**src/hw/asc_pkg.sv**
```systemverilog
// asc_pkg: constants shared by the static ram host controller and its bench.
// assumes a 200 mhz clock and a 55 ns class asynchronous sram outside the chip.
package asc_pkg;

	// ----------------------------------------------------------------------
	// widths and modes
	// ----------------------------------------------------------------------
	localparam int ADDR_W = 22; // word address bits 0..20, bit 21 used in byte mode
	localparam int WORD_W = 16;
	localparam int LANE_W = 8;
	localparam int EXTRA_ADDR_BIT = 21; // byte mode address bit carried on data pin 15
	localparam int EXTRA_PIN = 15;

	// ----------------------------------------------------------------------
	// timing, clock period in ps, other figures in ns, and derived cycle counts
	// ----------------------------------------------------------------------
	localparam int CLK_PS = 5000;
	localparam int T_RC_NS = 55; // read cycle, least
	localparam int T_WC_NS = 55; // write cycle, least
	localparam int T_PWE_NS = 40; // write strobe low, least
	localparam int T_HZ_NS = 20; // pins released after strobe/gate, longest wait
	localparam int RD_CYC = (T_RC_NS * 1000 + CLK_PS - 1) / CLK_PS;
	localparam int WR_CYC = (T_PWE_NS * 1000 + CLK_PS - 1) / CLK_PS;
	localparam int WC_CYC = (T_WC_NS * 1000 + CLK_PS - 1) / CLK_PS;
	localparam int HZ_CYC = (T_HZ_NS * 1000 + CLK_PS - 1) / CLK_PS;
	localparam int CNT_W = 5;

	// ----------------------------------------------------------------------
	// sequencer states
	// ----------------------------------------------------------------------
	typedef enum logic [2:0] {
		ST_IDLE = 3'b000,
		ST_READ = 3'b001,
		ST_TURN = 3'b010,
		ST_WRITE = 3'b011,
		ST_HOLD = 3'b100,
		ST_RECOVER = 3'b101
	} asc_state_t;

endpackage : asc_pkg

```
**src/hw/asc_lane_if.sv**
```systemverilog
// asc_lane_if: per-lane pin bundle between the sequencer and the lane driver.
// assumes one instance of the lane driver per byte lane.
`timescale 1ns/1ps
interface asc_lane_if;
	logic drive;
	logic [7:0] wdata;
	logic [7:0] pin_in;
	logic [7:0] pin_out;
	logic [7:0] pin_oe;
	logic [7:0] rdata;
	modport seq (output drive, output wdata, input rdata);
	modport lane (input drive, input wdata, input pin_in, output pin_out, output pin_oe,
		output rdata);
endinterface : asc_lane_if

```
**src/hw/asc_lane.sv**
```systemverilog
// asc_lane: drives or releases one byte lane of the data pins.
// assumes its pin_in is sampled from the board pins, synchronous to clk_i.
`timescale 1ns/1ps
module asc_lane (
	// clock and reset
	input wire logic clk_i,
	input wire logic sys_rst_i,
	// lane bundle
	asc_lane_if.lane lane
);
	logic [7:0] out_reg, out_next;
	logic oe_reg, oe_next;
	logic [7:0] cap_reg, cap_next;

	// ----------------------------------------------------------------------
	// lane registers
	// ----------------------------------------------------------------------
	// the enable comes straight from a flop so the pin never glitches on
	always_comb begin
		out_next = lane.wdata;
		oe_next = lane.drive;
		cap_next = lane.pin_in;
	end

	always_ff @(posedge clk_i) begin
		if (sys_rst_i) begin
			out_reg <= 8'h00;
			oe_reg <= 1'b0;
			cap_reg <= 8'h00;
		end else begin
			out_reg <= out_next;
			oe_reg <= oe_next;
			cap_reg <= cap_next;
		end
	end

	assign lane.pin_out = out_reg;
	assign lane.pin_oe = {8{oe_reg}};
	assign lane.rdata = cap_reg;
endmodule : asc_lane

```
**src/hw/asc_host.sv**
```systemverilog
// asc_host: host side controller for an asynchronous static ram, word or byte wide.
// assumes one request at a time; req_i is taken only while ready_o is high.
`timescale 1ns/1ps

module asc_host (
	// clock and reset
	input wire logic clk_i,
	input wire logic sys_rst_i,
	// user request
	input wire logic req_i,
	input wire logic we_i,
	input wire logic [21:0] addr_i,
	input wire logic [15:0] wdata_i,
	input wire logic [1:0] be_i,
	input wire logic byte_mode_i,
	output logic ready_o,
	output logic done_o,
	output logic [15:0] rdata_o,
	// memory pins
	output logic primary_select_n_o,
	output logic secondary_select_o,
	output logic write_strobe_n_o,
	output logic output_gate_n_o,
	output logic upper_lane_select_n_o,
	output logic lower_lane_select_n_o,
	output logic width_select_o,
	output logic [20:0] addr_o,
	input wire logic [15:0] data_i,
	output logic [15:0] data_o,
	output logic [15:0] data_oe_o
);
	asc_pkg::asc_state_t st_reg, st_next;
	logic [asc_pkg::CNT_W-1:0] cnt_reg, cnt_next;
	logic cs_n_reg, cs_n_next;
	logic we_n_reg, we_n_next;
	logic oe_n_reg, oe_n_next;
	logic [1:0] lane_n_reg, lane_n_next;
	logic [20:0] addr_reg, addr_next;
	logic [15:0] wd_reg, wd_next;
	logic wr_reg, wr_next;
	logic bm_reg, bm_next;
	logic drv_reg, drv_next;
	logic xa_reg, xa_next;
	logic ready_reg, ready_next;
	logic done_reg, done_next;
	logic [15:0] rd_reg, rd_next;
	logic sec_reg, sec_next;

	asc_lane_if lo_if ();
	asc_lane_if hi_if ();

	// ----------------------------------------------------------------------
	// access sequencer
	// ----------------------------------------------------------------------
	// every access opens with address and lanes set up before select falls, save pin 15 in byte mode, driven from that same edge
	always_comb begin
		st_next = st_reg;
		cnt_next = cnt_reg;
		cs_n_next = cs_n_reg;
		we_n_next = we_n_reg;
		oe_n_next = oe_n_reg;
		lane_n_next = lane_n_reg;
		addr_next = addr_reg;
		wd_next = wd_reg;
		wr_next = wr_reg;
		bm_next = bm_reg;
		drv_next = drv_reg;
		xa_next = xa_reg;
		ready_next = ready_reg;
		done_next = 1'b0;
		rd_next = rd_reg;
		case (st_reg)
			asc_pkg::ST_IDLE: begin
				cs_n_next = 1'b1;
				we_n_next = 1'b1;
				oe_n_next = 1'b1;
				drv_next = 1'b0;
				if (req_i && ready_reg) begin
					ready_next = 1'b0;
					wr_next = we_i;
					bm_next = byte_mode_i;
					addr_next = addr_i[20:0];
					xa_next = addr_i[asc_pkg::EXTRA_ADDR_BIT];
					wd_next = wdata_i;
					// byte mode ignores lane selects, tie both low
					lane_n_next = byte_mode_i ? 2'b00 : ~be_i;
					st_next = we_i ? asc_pkg::ST_TURN : asc_pkg::ST_READ;
					cnt_next = '0;
				end
			end
			asc_pkg::ST_READ: begin
				cs_n_next = 1'b0;
				oe_n_next = 1'b0;
				we_n_next = 1'b1;
				cnt_next = cnt_reg + 1'b1;
				// the pin input flop costs a cycle; capture one count later so the
				// sampled data is a full access time after select fell
				if (cnt_reg == asc_pkg::CNT_W'(asc_pkg::RD_CYC + 1)) begin
					rd_next = bm_reg ? {8'h00, lo_if.rdata} : {hi_if.rdata, lo_if.rdata};
					cs_n_next = 1'b1;
					oe_n_next = 1'b1;
					done_next = 1'b1;
					cnt_next = '0;
					st_next = asc_pkg::ST_RECOVER;
				end
			end
			asc_pkg::ST_TURN: begin
				// strobe low with gate high; wait out release before driving
				cs_n_next = 1'b0;
				we_n_next = 1'b0;
				oe_n_next = 1'b1;
				cnt_next = cnt_reg + 1'b1;
				if (cnt_reg == asc_pkg::CNT_W'(asc_pkg::HZ_CYC)) begin
					drv_next = 1'b1;
					cnt_next = '0;
					st_next = asc_pkg::ST_WRITE;
				end
			end
			asc_pkg::ST_WRITE: begin
				cnt_next = cnt_reg + 1'b1;
				if (cnt_reg == asc_pkg::CNT_W'(asc_pkg::WR_CYC)) begin
					we_n_next = 1'b1;
					cnt_next = '0;
					st_next = asc_pkg::ST_HOLD;
				end
			end
			asc_pkg::ST_HOLD: begin
				// data held one cycle past strobe rise, then let go
				cs_n_next = 1'b1;
				drv_next = 1'b0;
				done_next = 1'b1;
				st_next = asc_pkg::ST_RECOVER;
			end
			asc_pkg::ST_RECOVER: begin
				// gap keeps back to back accesses over the cycle time
				cnt_next = cnt_reg + 1'b1;
				if (cnt_reg == asc_pkg::CNT_W'(asc_pkg::HZ_CYC)) begin
					ready_next = 1'b1;
					cnt_next = '0;
					st_next = asc_pkg::ST_IDLE;
				end
			end
			default: begin
				st_next = asc_pkg::ST_IDLE;
				ready_next = 1'b1;
			end
		endcase
		// secondary select falls in the same edge as primary rises
		sec_next = !cs_n_next;
	end

	always_ff @(posedge clk_i) begin
		if (sys_rst_i) begin
			st_reg <= asc_pkg::ST_IDLE;
			cnt_reg <= '0;
			cs_n_reg <= 1'b1;
			we_n_reg <= 1'b1;
			oe_n_reg <= 1'b1;
			lane_n_reg <= 2'b11;
			addr_reg <= '0;
			wd_reg <= 16'h0000;
			wr_reg <= 1'b0;
			bm_reg <= 1'b0;
			drv_reg <= 1'b0;
			xa_reg <= 1'b0;
			ready_reg <= 1'b1;
			done_reg <= 1'b0;
			rd_reg <= 16'h0000;
			sec_reg <= 1'b0;
		end else begin
			st_reg <= st_next;
			cnt_reg <= cnt_next;
			cs_n_reg <= cs_n_next;
			we_n_reg <= we_n_next;
			oe_n_reg <= oe_n_next;
			lane_n_reg <= lane_n_next;
			addr_reg <= addr_next;
			wd_reg <= wd_next;
			wr_reg <= wr_next;
			bm_reg <= bm_next;
			drv_reg <= drv_next;
			xa_reg <= xa_next;
			ready_reg <= ready_next;
			done_reg <= done_next;
			rd_reg <= rd_next;
			sec_reg <= sec_next;
		end
	end

	// ----------------------------------------------------------------------
	// lane drivers
	// ----------------------------------------------------------------------
	// each lane drives only when its select is low; pin 15 carries the
	// extra address in byte mode for the whole access
	assign lo_if.drive = drv_next && !lane_n_next[0];
	assign lo_if.wdata = wd_next[7:0];
	assign lo_if.pin_in = data_i[7:0];
	// in byte mode pin 15 is an address input of the device, reads included
	assign hi_if.drive = (drv_next && !lane_n_next[1]) || (bm_next && !cs_n_next);
	assign hi_if.wdata = bm_next ? {xa_next, 7'h00} : wd_next[15:8];
	assign hi_if.pin_in = data_i[15:8];

	asc_lane u_lo (
		.clk_i(clk_i),
		.sys_rst_i(sys_rst_i),
		.lane(lo_if)
	);

	asc_lane u_hi (
		.clk_i(clk_i),
		.sys_rst_i(sys_rst_i),
		.lane(hi_if)
	);

	// ----------------------------------------------------------------------
	// outputs
	// ----------------------------------------------------------------------
	assign primary_select_n_o = cs_n_reg;
	assign secondary_select_o = sec_reg;
	assign write_strobe_n_o = we_n_reg;
	assign output_gate_n_o = oe_n_reg;
	assign upper_lane_select_n_o = lane_n_reg[1];
	assign lower_lane_select_n_o = lane_n_reg[0];
	assign width_select_o = !bm_reg;
	assign addr_o = addr_reg;
	assign data_o = {hi_if.pin_out, lo_if.pin_out};
	assign data_oe_o = {hi_if.pin_oe, lo_if.pin_oe};
	assign ready_o = ready_reg;
	assign done_o = done_reg;
	assign rdata_o = rd_reg;

	// ----------------------------------------------------------------------
	// checks
	// ----------------------------------------------------------------------
	chk_idle_deselect: assert property (@(posedge clk_i) disable iff (sys_rst_i)
		(st_reg == asc_pkg::ST_IDLE) |-> (cs_n_reg && data_oe_o == 16'h0000))
		else $error("idle with device selected or pins driven");
	chk_read_levels: assert property (@(posedge clk_i) disable iff (sys_rst_i)
		(!oe_n_reg) |-> (we_n_reg && !cs_n_reg && data_oe_o[7:0] == 8'h00 &&
		(bm_reg || data_oe_o[15:8] == 8'h00)))
		else $error("gate low without a clean read");
	chk_lane_drive: assert property (@(posedge clk_i) disable iff (sys_rst_i)
		(data_oe_o[0] && !bm_reg) |-> !lane_n_reg[0])
		else $error("lower lane driven while its select is high");
	chk_write_window: assert property (@(posedge clk_i) disable iff (sys_rst_i)
		$fell(we_n_reg) |-> (!cs_n_reg) [*8])
		else $error("select dropped inside the write pulse");
	chk_data_hold: assert property (@(posedge clk_i) disable iff (sys_rst_i)
		($rose(we_n_reg) && wr_reg) |-> $stable(data_o) && data_oe_o != 16'h0000)
		else $error("write data moved at strobe rise");
	chk_gate_write: assert property (@(posedge clk_i) disable iff (sys_rst_i)
		(!we_n_reg) |-> oe_n_reg)
		else $error("gate low during a write");
	chk_turnaround: assert property (@(posedge clk_i) disable iff (sys_rst_i)
		$rose(drv_reg) |-> $past(we_n_reg, 4) == 1'b0 && oe_n_reg)
		else $error("data driven before device released the pins");
	chk_addr_stable: assert property (@(posedge clk_i) disable iff (sys_rst_i)
		(!cs_n_reg) |-> $stable(addr_reg))
		else $error("address moved while selected");
	chk_read_done: assert property (@(posedge clk_i) disable iff (sys_rst_i)
		$fell(oe_n_reg) |-> ##[11:12] (oe_n_reg && cs_n_reg && we_n_reg))
		else $error("read did not close with strobe high");
endmodule : asc_host

```
**config.mk**
```make
export PLATFORM = sky130hd
export DESIGN_NAME = asc_host
export DESIGN_NICKNAME = d
export VERILOG_FILES = /design/src/hw/asc_pkg.sv /design/src/hw/asc_lane_if.sv /design/src/hw/asc_lane.sv /design/src/hw/asc_host.sv
export SDC_FILE = /design/constraint.sdc
export NUM_CORES = 1
export LEC_CHECK = 0
export ABC_CLOCK_PERIOD_IN_PS = 2300
export BUFFER_PORTS_ARGS = -buffer_cell sky130_fd_sc_hd__buf_4
export CAP_MARGIN = 5
export CORE_ASPECT_RATIO = 0.6
export CORE_MARGIN = 2
export CORE_UTILIZATION = 51
export CTS_BUF_LIST = sky130_fd_sc_hd__clkbuf_2
export DETAILED_ROUTE_END_ITERATION = 12
export GPL_TIMING_DRIVEN = 0
export PLACE_DENSITY = 0.93
export SLEW_MARGIN = 0
export SYNTH_ARGS = -nofsm -noshare
export SYNTH_HDL_FRONTEND = slang
export SYNTH_SLANG_ARGS = --single-unit
```
**constraint.sdc**
```tcl
create_clock -name clk_i -period 2.3 [get_ports clk_i]
set_input_delay 0.575 -clock clk_i [delete_from_list [all_inputs] [get_ports clk_i]]
set_output_delay 0.575 -clock clk_i [all_outputs]
set_load 0.005 [all_outputs]
```
==> metrics.md <==
| Metric | Value |
|---|---|
| Detailed Place HPWL | `7690 um` |
| Largest family of logic cells by synthesized area | `simple AND/OR/NAND/NOR gates` |
| Top_reg_cell synth | `dfxtp_1` |
| Max Slew Vio Count | `0` |
| Syn Area/Cell | `8.92 um2` |
| Static Leakage | `2.27 nW` |
| Worst reg2reg path endpoint | `u_hi.oe_reg$_SDFF_PP0_` |
| Required time of the critical path | `2.75 ns` |
| Adder-cell area share of the yosys netlist | `0.648%` |
| Clock Pin Slew Worst Setup and Hold Paths | `0.25 ns` |
| Fraction of synthesized cell area in xor and xnor cells | `0%` |
| Largest net degree at the start of global routing | `16` |
| Die area | `0.00831 mm2` |
| DRC viols | `0` |
| Clock power share | `16.2%` |
| Simple-Gate Fraction of Synth Area | `22.2%` |
| WHS Endpoint | `u_lo.lane.rdata[7]$_SDFF_PP0_` |
| Post-CTS sizing | `0` |
| Share of cells above drive strength 1 | `35.1%` |
| Io pins | `139` |
| # setup viols final | `0` |
| Critical Path Start Type | `flip-flop` |
| P&R area growth vs syn | `32.4%` |
| Syn nets | `496` |
| Int Power | `2.75 mW` |
| Initial DRC Count | `271` |
| TritonCTS Buffers | `9` |
| Cell taking the most area after synthesis | `dfxtp_1` |
| Core Util, Final | `70.1%` |
| Hold Vio Cnt, Final | `0` |
| Final #Nets | `645` |
| Syn. warnings | `0` |
| Clock tree buffer depth | `2` |
| Final worst path period need | `2.08 ns` |
| Most frequent cell after synthesis | `dfxtp_1` |
| Post-synthesis mux area share | `2.40%` |
| Outcome | `complete, no violations` |
| Flop pwr share | `48.2%` |
| Vias in the first global route | `3300` |
| CTS hold repair buffers | `0` |
| Setup TNS | `0 ns` |
| Avg WL per Cell | `14.8 um` |
| Combinational Power Share | `35.6%` |
| Mapped Cells | `433` |
| Final non-filler cell area | `0.00512 mm2` |
| Root buffer selected by CTS | `clkbuf_2` |
| Final Cycle Share | `90.4%` |
| Reg-to-Reg Start | `st_reg[1]$_SDFFE_PP0P_` |
| Yosys top cell area share | `50.8%` |
| Hold Path Class | `in -> reg` |
| Wirelength, routed | `10200 um` |
| Placed instance area | `0.00503 mm2` |
| WP data arrival | `2.53 ns` |
| Fmax | `481 MHz` |
| Most instantiated cells after synthesis | `dfxtp_1 (98), nand2_1 (89), a21oi_1 (57), buf_4 (29), nor2_1 (20)` |
| Flop2flop setup slack | `0.22 ns` |
| Worst Min Path Start | `data_i[7]` |
| Mapped cell area | `0.00386 mm2` |
| Initial core utilization | `52.9%` |
| Unrepaired setup endpoints after global routing | `no` |
| Crit-path cells | `buf_2 > nand4bb_1 > nor2_1 > mux2_1 > o32ai_1` |
| Skew final | `0.0227 ns` |
| GR Overflow Total | `0` |
| Via-to-Cell Ratio | `5.15` |
| PortBufs | `138` |
| Max-cap violations | `0` |
| Max_slew headroom | `56.7%` |
| Top cells by area, synth | `dfxtp_1 (51%), nand2_1 (8.6%), a21oi_1 (7.4%)` |
| Routability cong. | `0.891` |
| Max reg flops | `21` |
| R2R cell count | `5` |
| H-tree lvl count | `3` |
| Core outline area | `0.00730 mm2` |
| Sequential area share after synthesis | `50.8%` |
| Post-synth EDFFs | `0` |
| All-Layer GR Usage | `24.8%` |
| Sw Pwr | `1.51 mW` |
| # Post-CTS Setup Buffers | `0` |
| Register area | `0.00196 mm2` |
| Multi-input gate area | `0.00153 mm2` |
| Post-synth ARST share | `0%` |
| Sink Count | `98` |
| Routed via count | `3563` |
| Antenna Nets Post-Route | `0` |
| First-pass GRT wire length | `15800 um` |
| Slew @ Worst Pin | `0.649 ns` |
| Compound-Gate Fraction of Synth Area | `14.4%` |
| Pwr dens | `832 mW/mm2` |
| Total power | `4.26 mW` |
| Initial antenna violation count | `0` |
| TritonCTS clock tree | `yes` |
| DRT Pass-1 Iters | `5` |
| Crit end category | `flip-flop` |
| Crit Path Max Fanout | `10` |
| Worst VDD drop | `0.564 mV` |
| Chip Height | `71.4 um` |
| Clk Latency, worst-skew pair | `0.57 ns` |
| Post-synthesis cell type count | `55` |
| Slowest stage delay, CP | `0.41 ns` |
| Worst setup path class | `reg -> reg` |
| Max stage delay cell, worst path | `nor2_1` |
| Synthesized flop and latch total | `98` |
| Row cnt | `24` |
| Hold path cells | `2` |
| Net Sw Frac | `35.4%` |
| FILL cells | `580` |
| DIE WIDTH | `116 um` |
| Min Hold Slack | `0.188 ns` |
[how the worst max path moves through the flow]
stage,from,to,cells after the start
2_1_floorplan,cnt_reg[0]$_SDFFE_PP0P_,rdata_o[7]$_SDFFE_PP0P_,8
3_3_place_gp,req_i,u_hi.oe_reg$_SDFF_PP0_,5
3_5_place_dp,req_i,u_hi.oe_reg$_SDFF_PP0_,5
4_1_cts,bm_reg$_SDFF_PP0_,width_select_o,2
5_1_grt,bm_reg$_SDFF_PP0_,width_select_o,2
6_report,st_reg[1]$_SDFFE_PP0P_,u_hi.oe_reg$_SDFF_PP0_,5
[critical path: cells and delay by family (launching register included)]
kind	cells	cell delay, ns
DFF	1	0.35
muxes	1	0.39
AOI/OAI and AO/OA	1	0.39
and+or+nand+nor	2	0.65
buffers and inverters	1	0.18
[metal layers]
layer | GRT usage (%) | share of wire [%] | vias up
met3 | 8.04 | 9.9 | 16
met1 | 33.9 | 45 | 1633
met5 | 0 | 0 | -
met4 | 8.07 | 1.4 | 0
met2 | 37.7 | 43 | 174
li1 | - | - | 1740
[power by group through the flow]
stage | Combinational (mW) | Clock (mW) | Sequential [mW]
floorplan | 0.902 | 0 | 2.08
global placement | 1.45 | 0 | 2.08
detailed placement | 1.50 | 0 | 2.09
CTS | 1.51 | 0.708 | 2.05
global route | 1.66 | 0.764 | 2.08
finish | 1.51 | 0.691 | 2.05
[cell families after synthesis]
kind of cell    count (synthesis)
compound gates                 88
fa+ha+maj                       2
mux                             9
simple gates                  175
buf+inv                        61
flops                          98
[cells in the final DEF (no fill, tap or decap), drive strengths merged, types with 8 or more instances in the layout]
master	instances
clkbuf	21
nand3	15
nor2b	20
a21oi	57
buf	179
nand2	89
dfxtp	98
nor2	21
inv	8
nor3	11
[metrics by stage]
step	std cells	setup WS [ns]
2_1_floorplan	433	0.631
5_1_grt	691	0.126
3_5_place_dp	675	0.201
3_3_place_gp	675	0.157
6_report	692	0.220
4_1_cts	691	0.202
[layout make-up]
class,count,area share [%]
antenna,1,0.0489
inverter,9,0.660
buffer,52,6.60
multi-input combinational,274,29.9
timing repair buffer,138,20.2
tap,104,2.54
clock inverter,6,0.660
clock buffer,10,0.978
sequential,98,38.3
Note: power is estimated with default switching activity, not from simulation.
